**config.mk**
```make
export PLATFORM = sky130hd
export DESIGN_NAME = pps_pin_select
export DESIGN_NICKNAME = d
export VERILOG_FILES = /design/src/hdl/pps_pkg.sv /design/src/hdl/pps_route_cell.sv /design/src/hdl/pps_pin_select.sv
export SDC_FILE = /design/constraint.sdc
export NUM_CORES = 1
export LEC_CHECK = 0
export ABC_AREA = 1
export BUFFER_PORTS_ARGS = -buffer_cell sky130_fd_sc_hd__buf_4
export CORE_UTILIZATION = 53
export CTS_CLUSTER_DIAMETER = 200
export CTS_CLUSTER_SIZE = 14
export DETAILED_ROUTE_END_ITERATION = 7
export MAX_ROUTING_LAYER = met4
export PLACE_DENSITY_LB_ADDON = 0.15
export SYNTH_ARGS = -nofsm -noshare
export SYNTH_HDL_FRONTEND = slang
export SYNTH_SLANG_ARGS = --single-unit
```
**constraint.sdc**
```tcl
create_clock -name i_core_clk -period 1.85 [get_ports i_core_clk]
set_input_delay 0.185 -clock i_core_clk [delete_from_list [all_inputs] [get_ports i_core_clk]]
set_output_delay 0.185 -clock i_core_clk [all_outputs]
set_load 0.005 [all_outputs]
```
**src/hdl/pps_pkg.sv**
```systemverilog
// pps_pkg: register map, field layout, bus carriers and select decode for the panel pin select bank.
// assumes a 32-bit AXI4-Lite register bus and one core clock.
package pps_pkg;

  localparam int PPS_ADDR_W = 12;

  // register byte offsets
  localparam logic [PPS_ADDR_W-1:0] PPS_OFF_SELECT = 12'h000;
  localparam logic [PPS_ADDR_W-1:0] PPS_OFF_STATUS = 12'h004;
  localparam logic [PPS_ADDR_W-1:0] PPS_OFF_ACTIVE = 12'h008;

  // select register layout
  localparam logic [31:0] PPS_SELECT_RST  = 32'h0000_0000;
  localparam logic [31:0] PPS_SELECT_MASK = 32'hfffc_ffff;
  localparam int          PPS_FIELD_W     = 2;
  localparam int          PPS_TSIG_N      = 7;
  localparam int          PPS_TSIG_FIRST  = 5;
  localparam int          PPS_TSIG_LSB    = 18;
  localparam int          PPS_PD_N        = 8;
  localparam int          PPS_PD_FIRST    = 16;
  localparam int          PPS_PD_LSB      = 0;
  localparam int          PPS_RSV_LSB     = 16;
  localparam int          PPS_RSV_W       = 2;
  localparam int          PPS_ROUTE_N     = PPS_TSIG_N + PPS_PD_N;

  // select codes
  localparam logic [1:0] PPS_SEL_OFF   = 2'h0;
  localparam logic [1:0] PPS_SEL_FIRST = 2'h1;

  // status bits, write one to clear
  localparam int          PPS_ST_BADSEL  = 0;
  localparam int          PPS_ST_RSVWR   = 1;
  localparam int          PPS_ST_WAKEWR  = 2;
  localparam int          PPS_ST_W       = 3;
  localparam logic [2:0]  PPS_STATUS_RST = 3'h0;

  // bus responses
  localparam logic [1:0] PPS_RESP_OKAY   = 2'h0;
  localparam logic [1:0] PPS_RESP_SLVERR = 2'h2;

  typedef struct packed {
    logic                  awvalid;
    logic [PPS_ADDR_W-1:0] awaddr;
    logic                  wvalid;
    logic [31:0]           wdata;
    logic [3:0]            wstrb;
    logic                  bready;
    logic                  arvalid;
    logic [PPS_ADDR_W-1:0] araddr;
    logic                  rready;
  } pps_axi_req_t;

  typedef struct packed {
    logic        awready;
    logic        wready;
    logic        bvalid;
    logic [1:0]  bresp;
    logic        arready;
    logic        rvalid;
    logic [31:0] rdata;
    logic [1:0]  rresp;
  } pps_axi_rsp_t;

  // only the first-option code hands a pin to the panel; forbidden codes leave it off
  function automatic logic pps_sel_routes(input logic [1:0] sel);
    return sel == PPS_SEL_FIRST;
  endfunction

  function automatic logic pps_sel_forbidden(input logic [1:0] sel);
    return sel[1];
  endfunction

endpackage

```
**src/hdl/pps_route_cell.sv**
```systemverilog
// pps_route_cell: one output pin, choosing between the panel signal and the pin's other function.
// assumes panel and other-function signals are already in the core clock domain.
`timescale 1ns/1ns
module pps_route_cell
  import pps_pkg::*;
(
  // clock and reset
  input  wire logic       i_core_clk,
  input  wire logic       i_rst,
  // select and sources
  input  wire logic [1:0] i_sel,
  input  wire logic       i_panel,
  input  wire logic       i_other,
  // pin side
  output logic            o_pin,
  output logic            o_active
);

  logic pin_r;
  logic pin_nxt;
  logic act_r;
  logic act_nxt;

  always_comb begin
    act_nxt = pps_sel_routes(i_sel);
    pin_nxt = act_nxt ? i_panel : i_other;
  end

  // registered mux output: a select change cannot glitch the pin
  always_ff @(posedge i_core_clk) begin
    if (i_rst) begin
      pin_r <= 1'b0;
      act_r <= 1'b0;
    end else begin
      pin_r <= pin_nxt;
      act_r <= act_nxt;
    end
  end

  assign o_pin    = pin_r;
  assign o_active = act_r;

endmodule

```
**src/hdl/pps_pin_select.sv**
```systemverilog
// pps_pin_select: panel pin select register bank with an AXI4-Lite slave and fifteen pin routers.
// assumes i_rst is the ordinary synchronous reset and i_wake_rst the deep-standby wake reset.
`timescale 1ns/1ns

module pps_pin_select
  import pps_pkg::*;
(
  // clock and resets
  input  wire logic                 i_core_clk,
  input  wire logic                 i_rst,
  input  wire logic                 i_wake_rst,
  // register bus
  input  wire pps_axi_req_t         i_axi,
  output pps_axi_rsp_t              o_axi,
  // panel controller outputs
  input  wire logic [PPS_TSIG_N-1:0] i_panel_tsig,
  input  wire logic [PPS_PD_N-1:0]   i_panel_pd,
  // other functions sharing the pins
  input  wire logic [PPS_TSIG_N-1:0] i_other_tsig,
  input  wire logic [PPS_PD_N-1:0]   i_other_pd,
  // pins
  output logic [PPS_TSIG_N-1:0]      o_tsig_pin,
  output logic [PPS_PD_N-1:0]        o_pd_pin,
  output logic [PPS_ROUTE_N-1:0]     o_route_active
);

  typedef enum logic [1:0] {
    WR_IDLE,
    WR_HAVE_ADDR,
    WR_HAVE_DATA,
    WR_RESP
  } pps_wr_state_t;

  typedef enum logic {
    RD_IDLE,
    RD_RESP
  } pps_rd_state_t;

  // write channel state
  pps_wr_state_t         wr_state_r;
  pps_wr_state_t         wr_state_nxt;
  logic [PPS_ADDR_W-1:0] waddr_r;
  logic [PPS_ADDR_W-1:0] waddr_nxt;
  logic [31:0]           wdata_r;
  logic [31:0]           wdata_nxt;
  logic [3:0]            wstrb_r;
  logic [3:0]            wstrb_nxt;
  logic [1:0]            bresp_r;
  logic [1:0]            bresp_nxt;

  // read channel state
  pps_rd_state_t         rd_state_r;
  pps_rd_state_t         rd_state_nxt;
  logic [31:0]           rdata_r;
  logic [31:0]           rdata_nxt;
  logic [1:0]            rresp_r;
  logic [1:0]            rresp_nxt;

  // register contents
  logic [31:0]           select_r;
  logic [31:0]           select_nxt;
  logic [PPS_ST_W-1:0]   status_r;
  logic [PPS_ST_W-1:0]   status_nxt;

  // commit helpers
  logic                  aw_take;
  logic                  w_take;
  logic                  commit;
  logic [PPS_ADDR_W-1:0] c_addr;
  logic [31:0]           c_data;
  logic [3:0]            c_strb;
  logic [31:0]           c_mask;
  logic [31:0]           c_merged;
  logic                  c_badsel;
  logic                  c_rsvwr;
  logic [PPS_ROUTE_N-1:0] route_active;

  function automatic logic [31:0] strb_mask(input logic [3:0] strb);
    logic [31:0] m;
    m = 32'h0000_0000;
    for (int b = 0; b < 4; b++) begin
      m[b*8 +: 8] = {8{strb[b]}};
    end
    return m;
  endfunction

  function automatic logic addr_mapped(input logic [PPS_ADDR_W-1:0] a);
    return (a == PPS_OFF_SELECT) || (a == PPS_OFF_STATUS) || (a == PPS_OFF_ACTIVE);
  endfunction

  // handshake outputs are combinational from state
  assign aw_take = i_axi.awvalid && ((wr_state_r == WR_IDLE) || (wr_state_r == WR_HAVE_DATA));
  assign w_take  = i_axi.wvalid && ((wr_state_r == WR_IDLE) || (wr_state_r == WR_HAVE_ADDR));

  always_comb begin
    commit = 1'b0;
    case (wr_state_r)
      WR_IDLE:      commit = aw_take && w_take;
      WR_HAVE_ADDR: commit = w_take;
      WR_HAVE_DATA: commit = aw_take;
      WR_RESP:      commit = 1'b0;
      default:      commit = 1'b0;
    endcase
  end

  // address and data may arrive in either order; use whichever is live
  always_comb begin
    c_addr = (wr_state_r == WR_HAVE_ADDR) ? waddr_r : i_axi.awaddr;
    c_data = (wr_state_r == WR_HAVE_DATA) ? wdata_r : i_axi.wdata;
    c_strb = (wr_state_r == WR_HAVE_DATA) ? wstrb_r : i_axi.wstrb;
    c_mask = strb_mask(c_strb);
    c_merged = ((select_r & ~c_mask) | (c_data & c_mask)) & PPS_SELECT_MASK;
    c_rsvwr = |(c_data[PPS_RSV_LSB +: PPS_RSV_W] & c_mask[PPS_RSV_LSB +: PPS_RSV_W]);
    c_badsel = 1'b0;
    for (int f = 0; f < 16; f++) begin
      if (f != PPS_RSV_LSB / PPS_FIELD_W) begin
        if (c_mask[f*2] && pps_sel_forbidden(c_data[f*2 +: 2])) begin
          c_badsel = 1'b1;
        end
      end
    end
  end

  // write channel next state
  always_comb begin
    wr_state_nxt = wr_state_r;
    waddr_nxt    = waddr_r;
    wdata_nxt    = wdata_r;
    wstrb_nxt    = wstrb_r;
    bresp_nxt    = bresp_r;
    case (wr_state_r)
      WR_IDLE: begin
        if (commit) begin
          wr_state_nxt = WR_RESP;
        end else if (aw_take) begin
          wr_state_nxt = WR_HAVE_ADDR;
          waddr_nxt    = i_axi.awaddr;
        end else if (w_take) begin
          wr_state_nxt = WR_HAVE_DATA;
          wdata_nxt    = i_axi.wdata;
          wstrb_nxt    = i_axi.wstrb;
        end
      end
      WR_HAVE_ADDR: begin
        if (commit) begin
          wr_state_nxt = WR_RESP;
        end
      end
      WR_HAVE_DATA: begin
        if (commit) begin
          wr_state_nxt = WR_RESP;
        end
      end
      WR_RESP: begin
        if (i_axi.bready) begin
          wr_state_nxt = WR_IDLE;
        end
      end
      default: begin
        wr_state_nxt = WR_IDLE;
      end
    endcase
    if (commit) begin
      bresp_nxt = (addr_mapped(c_addr) && !i_wake_rst) ? PPS_RESP_OKAY : PPS_RESP_SLVERR;
    end
  end

  // register contents next state
  always_comb begin
    select_nxt = select_r;
    status_nxt = status_r;
    if (commit && i_wake_rst) begin
      // writes during wake reset are refused so the stored routing survives it
      status_nxt[PPS_ST_WAKEWR] = 1'b1;
    end else if (commit) begin
      case (c_addr)
        PPS_OFF_SELECT: begin
          // forbidden codes are stored as written so a read shows them; they route nothing
          select_nxt = c_merged;
          status_nxt[PPS_ST_BADSEL] = status_r[PPS_ST_BADSEL] | c_badsel;
          status_nxt[PPS_ST_RSVWR]  = status_r[PPS_ST_RSVWR] | c_rsvwr;
        end
        PPS_OFF_STATUS: begin
          status_nxt = status_r & ~(c_data[PPS_ST_W-1:0] & c_mask[PPS_ST_W-1:0]);
        end
        default: begin
          select_nxt = select_r;
        end
      endcase
    end
  end

  // read channel next state; reads have no side effects
  always_comb begin
    rd_state_nxt = rd_state_r;
    rdata_nxt    = rdata_r;
    rresp_nxt    = rresp_r;
    case (rd_state_r)
      RD_IDLE: begin
        if (i_axi.arvalid) begin
          rd_state_nxt = RD_RESP;
          rresp_nxt    = PPS_RESP_OKAY;
          case (i_axi.araddr)
            PPS_OFF_SELECT: rdata_nxt = select_r & PPS_SELECT_MASK;
            PPS_OFF_STATUS: rdata_nxt = {{(32-PPS_ST_W){1'b0}}, status_r};
            PPS_OFF_ACTIVE: rdata_nxt = {{(32-PPS_ROUTE_N){1'b0}}, route_active};
            default: begin
              rdata_nxt = 32'h0000_0000;
              rresp_nxt = PPS_RESP_SLVERR;
            end
          endcase
        end
      end
      RD_RESP: begin
        if (i_axi.rready) begin
          rd_state_nxt = RD_IDLE;
        end
      end
      default: begin
        rd_state_nxt = RD_IDLE;
      end
    endcase
  end

  // bus channel registers
  always_ff @(posedge i_core_clk) begin
    if (i_rst) begin
      wr_state_r <= WR_IDLE;
      waddr_r    <= '0;
      wdata_r    <= 32'h0000_0000;
      wstrb_r    <= 4'h0;
      bresp_r    <= PPS_RESP_OKAY;
      rd_state_r <= RD_IDLE;
      rdata_r    <= 32'h0000_0000;
      rresp_r    <= PPS_RESP_OKAY;
    end else begin
      wr_state_r <= wr_state_nxt;
      waddr_r    <= waddr_nxt;
      wdata_r    <= wdata_nxt;
      wstrb_r    <= wstrb_nxt;
      bresp_r    <= bresp_nxt;
      rd_state_r <= rd_state_nxt;
      rdata_r    <= rdata_nxt;
      rresp_r    <= rresp_nxt;
    end
  end

  // only the ordinary reset clears the bank; the wake reset is not wired here
  always_ff @(posedge i_core_clk) begin
    if (i_rst) begin
      select_r <= PPS_SELECT_RST;
      status_r <= PPS_STATUS_RST;
    end else begin
      select_r <= select_nxt;
      status_r <= status_nxt;
    end
  end

  // pin routers, timing signals above the reserved pair, pixel bits below
  for (genvar t = 0; t < PPS_TSIG_N; t++) begin : g_tsig
    pps_route_cell u_cell (
      .i_core_clk (i_core_clk),
      .i_rst      (i_rst),
      .i_sel      (select_r[PPS_TSIG_LSB + t*PPS_FIELD_W +: PPS_FIELD_W]),
      .i_panel    (i_panel_tsig[t]),
      .i_other    (i_other_tsig[t]),
      .o_pin      (o_tsig_pin[t]),
      .o_active   (route_active[PPS_PD_N + t])
    );
  end

  for (genvar p = 0; p < PPS_PD_N; p++) begin : g_pd
    pps_route_cell u_cell (
      .i_core_clk (i_core_clk),
      .i_rst      (i_rst),
      .i_sel      (select_r[PPS_PD_LSB + p*PPS_FIELD_W +: PPS_FIELD_W]),
      .i_panel    (i_panel_pd[p]),
      .i_other    (i_other_pd[p]),
      .o_pin      (o_pd_pin[p]),
      .o_active   (route_active[p])
    );
  end

  assign o_route_active = route_active;

  always_comb begin
    o_axi.awready = (wr_state_r == WR_IDLE) || (wr_state_r == WR_HAVE_DATA);
    o_axi.wready  = (wr_state_r == WR_IDLE) || (wr_state_r == WR_HAVE_ADDR);
    o_axi.bvalid  = (wr_state_r == WR_RESP);
    o_axi.bresp   = bresp_r;
    o_axi.arready = (rd_state_r == RD_IDLE);
    o_axi.rvalid  = (rd_state_r == RD_RESP);
    o_axi.rdata   = rdata_r;
    o_axi.rresp   = rresp_r;
  end

endmodule

```
# Word-level counts from Yosys, hierarchy flattened
# Cells that the tools add are included.
[word_totals]
reg_bits = 150
inputBits = 98
out_inout_bits = 71
[classes]
eq_ne = 25
mux = 50
n_bitwise = 14
reduce_logical = 41
[op_table]
columns = ["cell", "count"]
rows = [
  ["one-hot mux 32 bit (3 select lines)", 1],
  ["bitwise AND 32 bit", 2],
  ["2-to-1 mux 1 bit", 34],
  ["== test 2 x 1 -> 1 bit, second input constant", 16],
  ["2-to-1 mux 32 bit", 1],
  ["inverter 32 bit", 1],
  ["OR 32 bit", 1],
  ["== test 12 x 3 -> 1 bit, second input constant", 2],
  ["== test 12 x 4 -> 1 bit, second input constant", 2],
  ["logical NOT 12 bit", 2],
  ["logical AND 1 bit", 20],
  ["2-to-1 mux 2 bit", 7],
  ["2-to-1 mux 12 bit", 1],
  ["AND reduction 3 bit", 4],
  ["bitwise AND 3 bit", 2],
  ["one-hot mux 2 bit (3 select lines)", 1],
  ["nonzero test 2 bit", 3],
  ["== test 2 bit, second input constant", 2],
  ["logical OR 1 bit", 4],
  ["2-to-1 mux 4 bit", 1],
  ["!= test 4 bit, second input constant", 1],
  ["inverter 1 bit", 4],
  ["one-hot mux 1 bit (4 select lines)", 1],
  ["one-hot mux 2 bit (2 select lines)", 1],
  ["other kinds (13)", 16],
]

# Logic depth before layout (Yosys ltp)
[depth]
word_depth = 22
mapped_depth = 14

# Modules after synthesis
# Synthesis repeated with hierarchy kept, for this count alone.
[hier_totals]
hier_cells = 972
area_unflattened_um2 = 6536.3
[by_module_without_submodules]
columns = ["module", "instances", "cells_per_inst", "area_per_inst_um2"]
rows = [
  ["pps_pin_select", 1, 807, 5391.4],
  ["pps_route_cell", 15, 11, 76.3],
]

# Worst setup path after synthesis
# No wires, ideal clock.
[synth_path]
path_kind = "reg2reg"
startpoint = "register wr_state_r[1]"
endpoint = "register with a tool-made name"
arrival_time_ns = 1.567
t_required_ns = 1.737
slack_ns = 0.170
stages_incl_launch_ff = 11
path_buffers = 2
synth_period_minus_slack_ns = 1.680
path_cell_list = "dfxtp_1 -> inv_1 -> ha_1 -> buf_6 -> o21ai_2 -> nand3_4 -> nor2_8 -> nand3_4 -> buf_6 -> nor2_1 -> nor2_1"
[synth_lines]
columns = ["element", "line_no", "rtl"]
rows = [
  ["start: declaration", "pps_pin_select.sv:40", "pps_wr_state_t wr_state_r;"],
  ["start signal: assignment", "pps_pin_select.sv:237", "wr_state_r <= wr_state_nxt;"],
]

==> flow_metrics.tcl <==
set metrics [dict create \
    final_antenna_net_count 0 \
    worstSetupPathType "reg2reg" \
    cts_inserted_buffers 17 \
    syn_inst 965 \
    first_pass_iters 5 \
    rsz0062_at_grt "yes" \
    power.density_nw_per_um2 1060 \
    cp-start-kind "register" \
    cts_tree "yes" \
    holdCritStartpoint "i_panel_pd[3]" \
    clock_latency_ps 420 \
    drive_above_1_share_pct 25.7 \
    outcome "completed" \
    pre_cts_slack_ps -121 \
    holdCritPathClass "in2reg" \
    slew_violations 0 \
    grt_pass1_wl_microns 26600 \
    path_cells "buf_6 -> buf_4 -> nor2_2 -> inv_1 -> nand2_1 -> nand3_4 -> clkinv_4 -> buf_4 -> nand3_4 -> nand2_2 -> nand2_1 -> nor2_1" \
    fin_skew_ps 8.33 \
    viasPerCell 4.94 \
    grt_pass1_vias 5659 \
    synth_top_area_share_pct 43.7 \
    synth_area_sq_um 6690 \
    dpl_cell_area_sq_um 7960 \
    cts_htree_levels 4 \
    setup_tns_ps 0 \
    start_util_pct 55.0 \
    irDropWorstVdd_mv 0.634 \
    hold_violations 0 \
    rows 40 \
    slowest_stage "dfxtp_2" \
    drt_first_iter_violations 521 \
    port_buffers 164 \
    max_freq_mhz 554 \
    nets 1232 \
    die_h_microns 114 \
    grt_max_degree 66 \
    worst_slack_ps 46.5 \
    setup_viol 0 \
    synth.mux.area_fraction_pct 0 \
    dieArea_sq_um 13100 \
    wl_microns 17000 \
    drc 0 \
    synth-xor-area-share_pct 0 \
    crit_path_max_incr_delay_ps 340 \
    worstPathArrival_ps 2150 \
    cts_num_sinks 146 \
    synthSimpleGateAreaFrac_pct 26.7 \
    fin_area_sq_um 8970 \
    worstHoldEndpoint "g_pd[3].u_cell.o_pin$_SDFF_PP0_" \
    layout_common_cells "buf_4 (196), nand2_1 (180), nor2_1 (161)" \
    leakagePower_nw 4.12 \
    fin_crit_ps 1800 \
    dr_total_vias 6472 \
    synth_top_family_by_area "simple AND/OR/NAND/NOR gates" \
    min_period_over_period_pct 97.5 \
    yosys.area_share.adder_pct 0.749 \
    required_ps 2200 \
    clock-root-buffer "clkbuf_16" \
    hold_depth 3 \
    die_w_microns 114 \
    synth_edf_count 0 \
    place.gp.congestion 0.904 \
    rr_startpoint "wr_state_r[0]$_SDFFE_PP0P_" \
    cp_top_family "simple AND/OR/NAND/NOR gates" \
    core_area_sq_um 12200 \
    wl_per_cell_microns 13.0 \
    yosys-top-cells-area "dfxtp_1 (44%), nand2_1 (11%), nor2_1 (9.4%)" \
    syn_to_final_growth_pct 34.2 \
    ioPinCount 169 \
    drv_cap 0 \
    dp_hpwl_microns 11500 \
    path_clk_slew_ps 60 \
    crit_buf_inv 5 \
    yosysTopAreaCell "dfxtp_1" \
    r2r_setup_slack_ps 50 \
    syn_avg_cell_area_sq_um 6.93 \
    synth_cell_type_count 32 \
    final_common_cell "buf_4" \
    ctsLongestPathBuffers 2 \
    path_max_fanout 5 \
    synth_flop_cell "dfxtp_1" \
    worstSetupEndpointType "register" \
    ys_warn_count 0 \
    ys_seq_area_share_pct 43.7 \
    synth-seq-cells 146 \
    antenna_cells 0 \
    grtUsageTotal_pct 26.7 \
    ff2ff_path_depth 12 \
    async_flop_share_pct 0 \
    synth-compound-area-share_pct 15.6 \
    gr-total-overflow 0 \
    antenna_found_initial 0 \
]
-- synth_stat cells, drive strengths merged (2+ instances only) --
master	number
nand4	10
clkinv	4
and2	2
a21oi	78
ha	4
o21ai	121
inv	97
dfxtp	146
nor2	171
nand2	198
buf	54
o211ai	2
nand3	39
nor3	5
clkbuf	28
-- worst min-delay path, delay by kind of cell --
family	cells	cell delay, ps
and+or+nand+nor	2	120
buffers and inverters	1	80
-- worst max-delay path by stage --
stage | end | slack (ps) | cells after the start | from
after floorplan | register | 170 | 10 | wr_state_r[1]$_SDFFE_PP0P_
after global placement | register | -40 | 12 | wr_state_r[1]$_SDFFE_PP0P_
after detailed placement | register | -120 | 13 | wr_state_r[1]$_SDFFE_PP0P_
after CTS | register | 4 | 12 | wr_state_r[0]$_SDFFE_PP0P_
after global routing | register | -50 | 14 | wr_state_r[0]$_SDFFE_PP0P_
final | register | 50 | 12 | wr_state_r[0]$_SDFFE_PP0P_
-- power by group --
part	internal [mW]	switching (mW)	total, mW	leakage (nW)
Combinational	1.14	1.53	2.67	2.65
Sequential	3.45	0.143	3.59	1.19
Clock	2.05	1.23	3.28	0.278
Total	6.63	2.91	9.54	4.12
-- cells by family (layout without fill, tap and decap cells) --
group,Yosys count,after routing
AO/OA/AOI/OAI,205,205
adder cells (fa/ha/maj),4,4
buffers and inverters,183,352
flip-flops,146,146
other,1,4
AND/OR/NAND/NOR,426,430
-- routing by layer --
layer	vias up	routed length [microns]	global-route usage, %
met1	2869	8080	36.2
met3	19	986	4.92
li1	3359	-	-
met4	0	203	8.57
met5	-	0	-
met2	225	7680	40.2
-- repair_timing --
action,CTS,global route
endpoints found under the setup margin,31,43
buffers inserted,1,8
hold endpoints to repair,13,0
resized for setup,9,46
cloned,1,4
hold buffers,13,0
pin swaps,3,13
-- metrics by stage --
stage / power, mW / hold WS, ps / utilization, % / cells
2_1_floorplan: 5.07 / 320 / - / 968
3_3_place_gp: 5.96 / 412 / 65.5 / 1252
3_5_place_dp: 6.00 / 413 / 65.5 / 1252
4_1_cts: 9.37 / 3.08 / 71.7 / 1297
5_1_grt: 10.1 / 17.2 / 73.8 / 1309
6_report: 9.54 / 13.8 / 73.8 / 1309
-- layout make-up --
cell class                      count  area, sq um
Clock buffer                       26          519
Clock inverter                      4         47.5
Fill cell                        1003         3190
Inverter                          101          397
Multi-Input combinational cell    643         3090
Sequential cell                   146         2930
Tap cell                          168          210
Timing Repair Buffer              220         1780
Timing Repair inverter              1         5.00
Power figures use the tool's default switching activity.
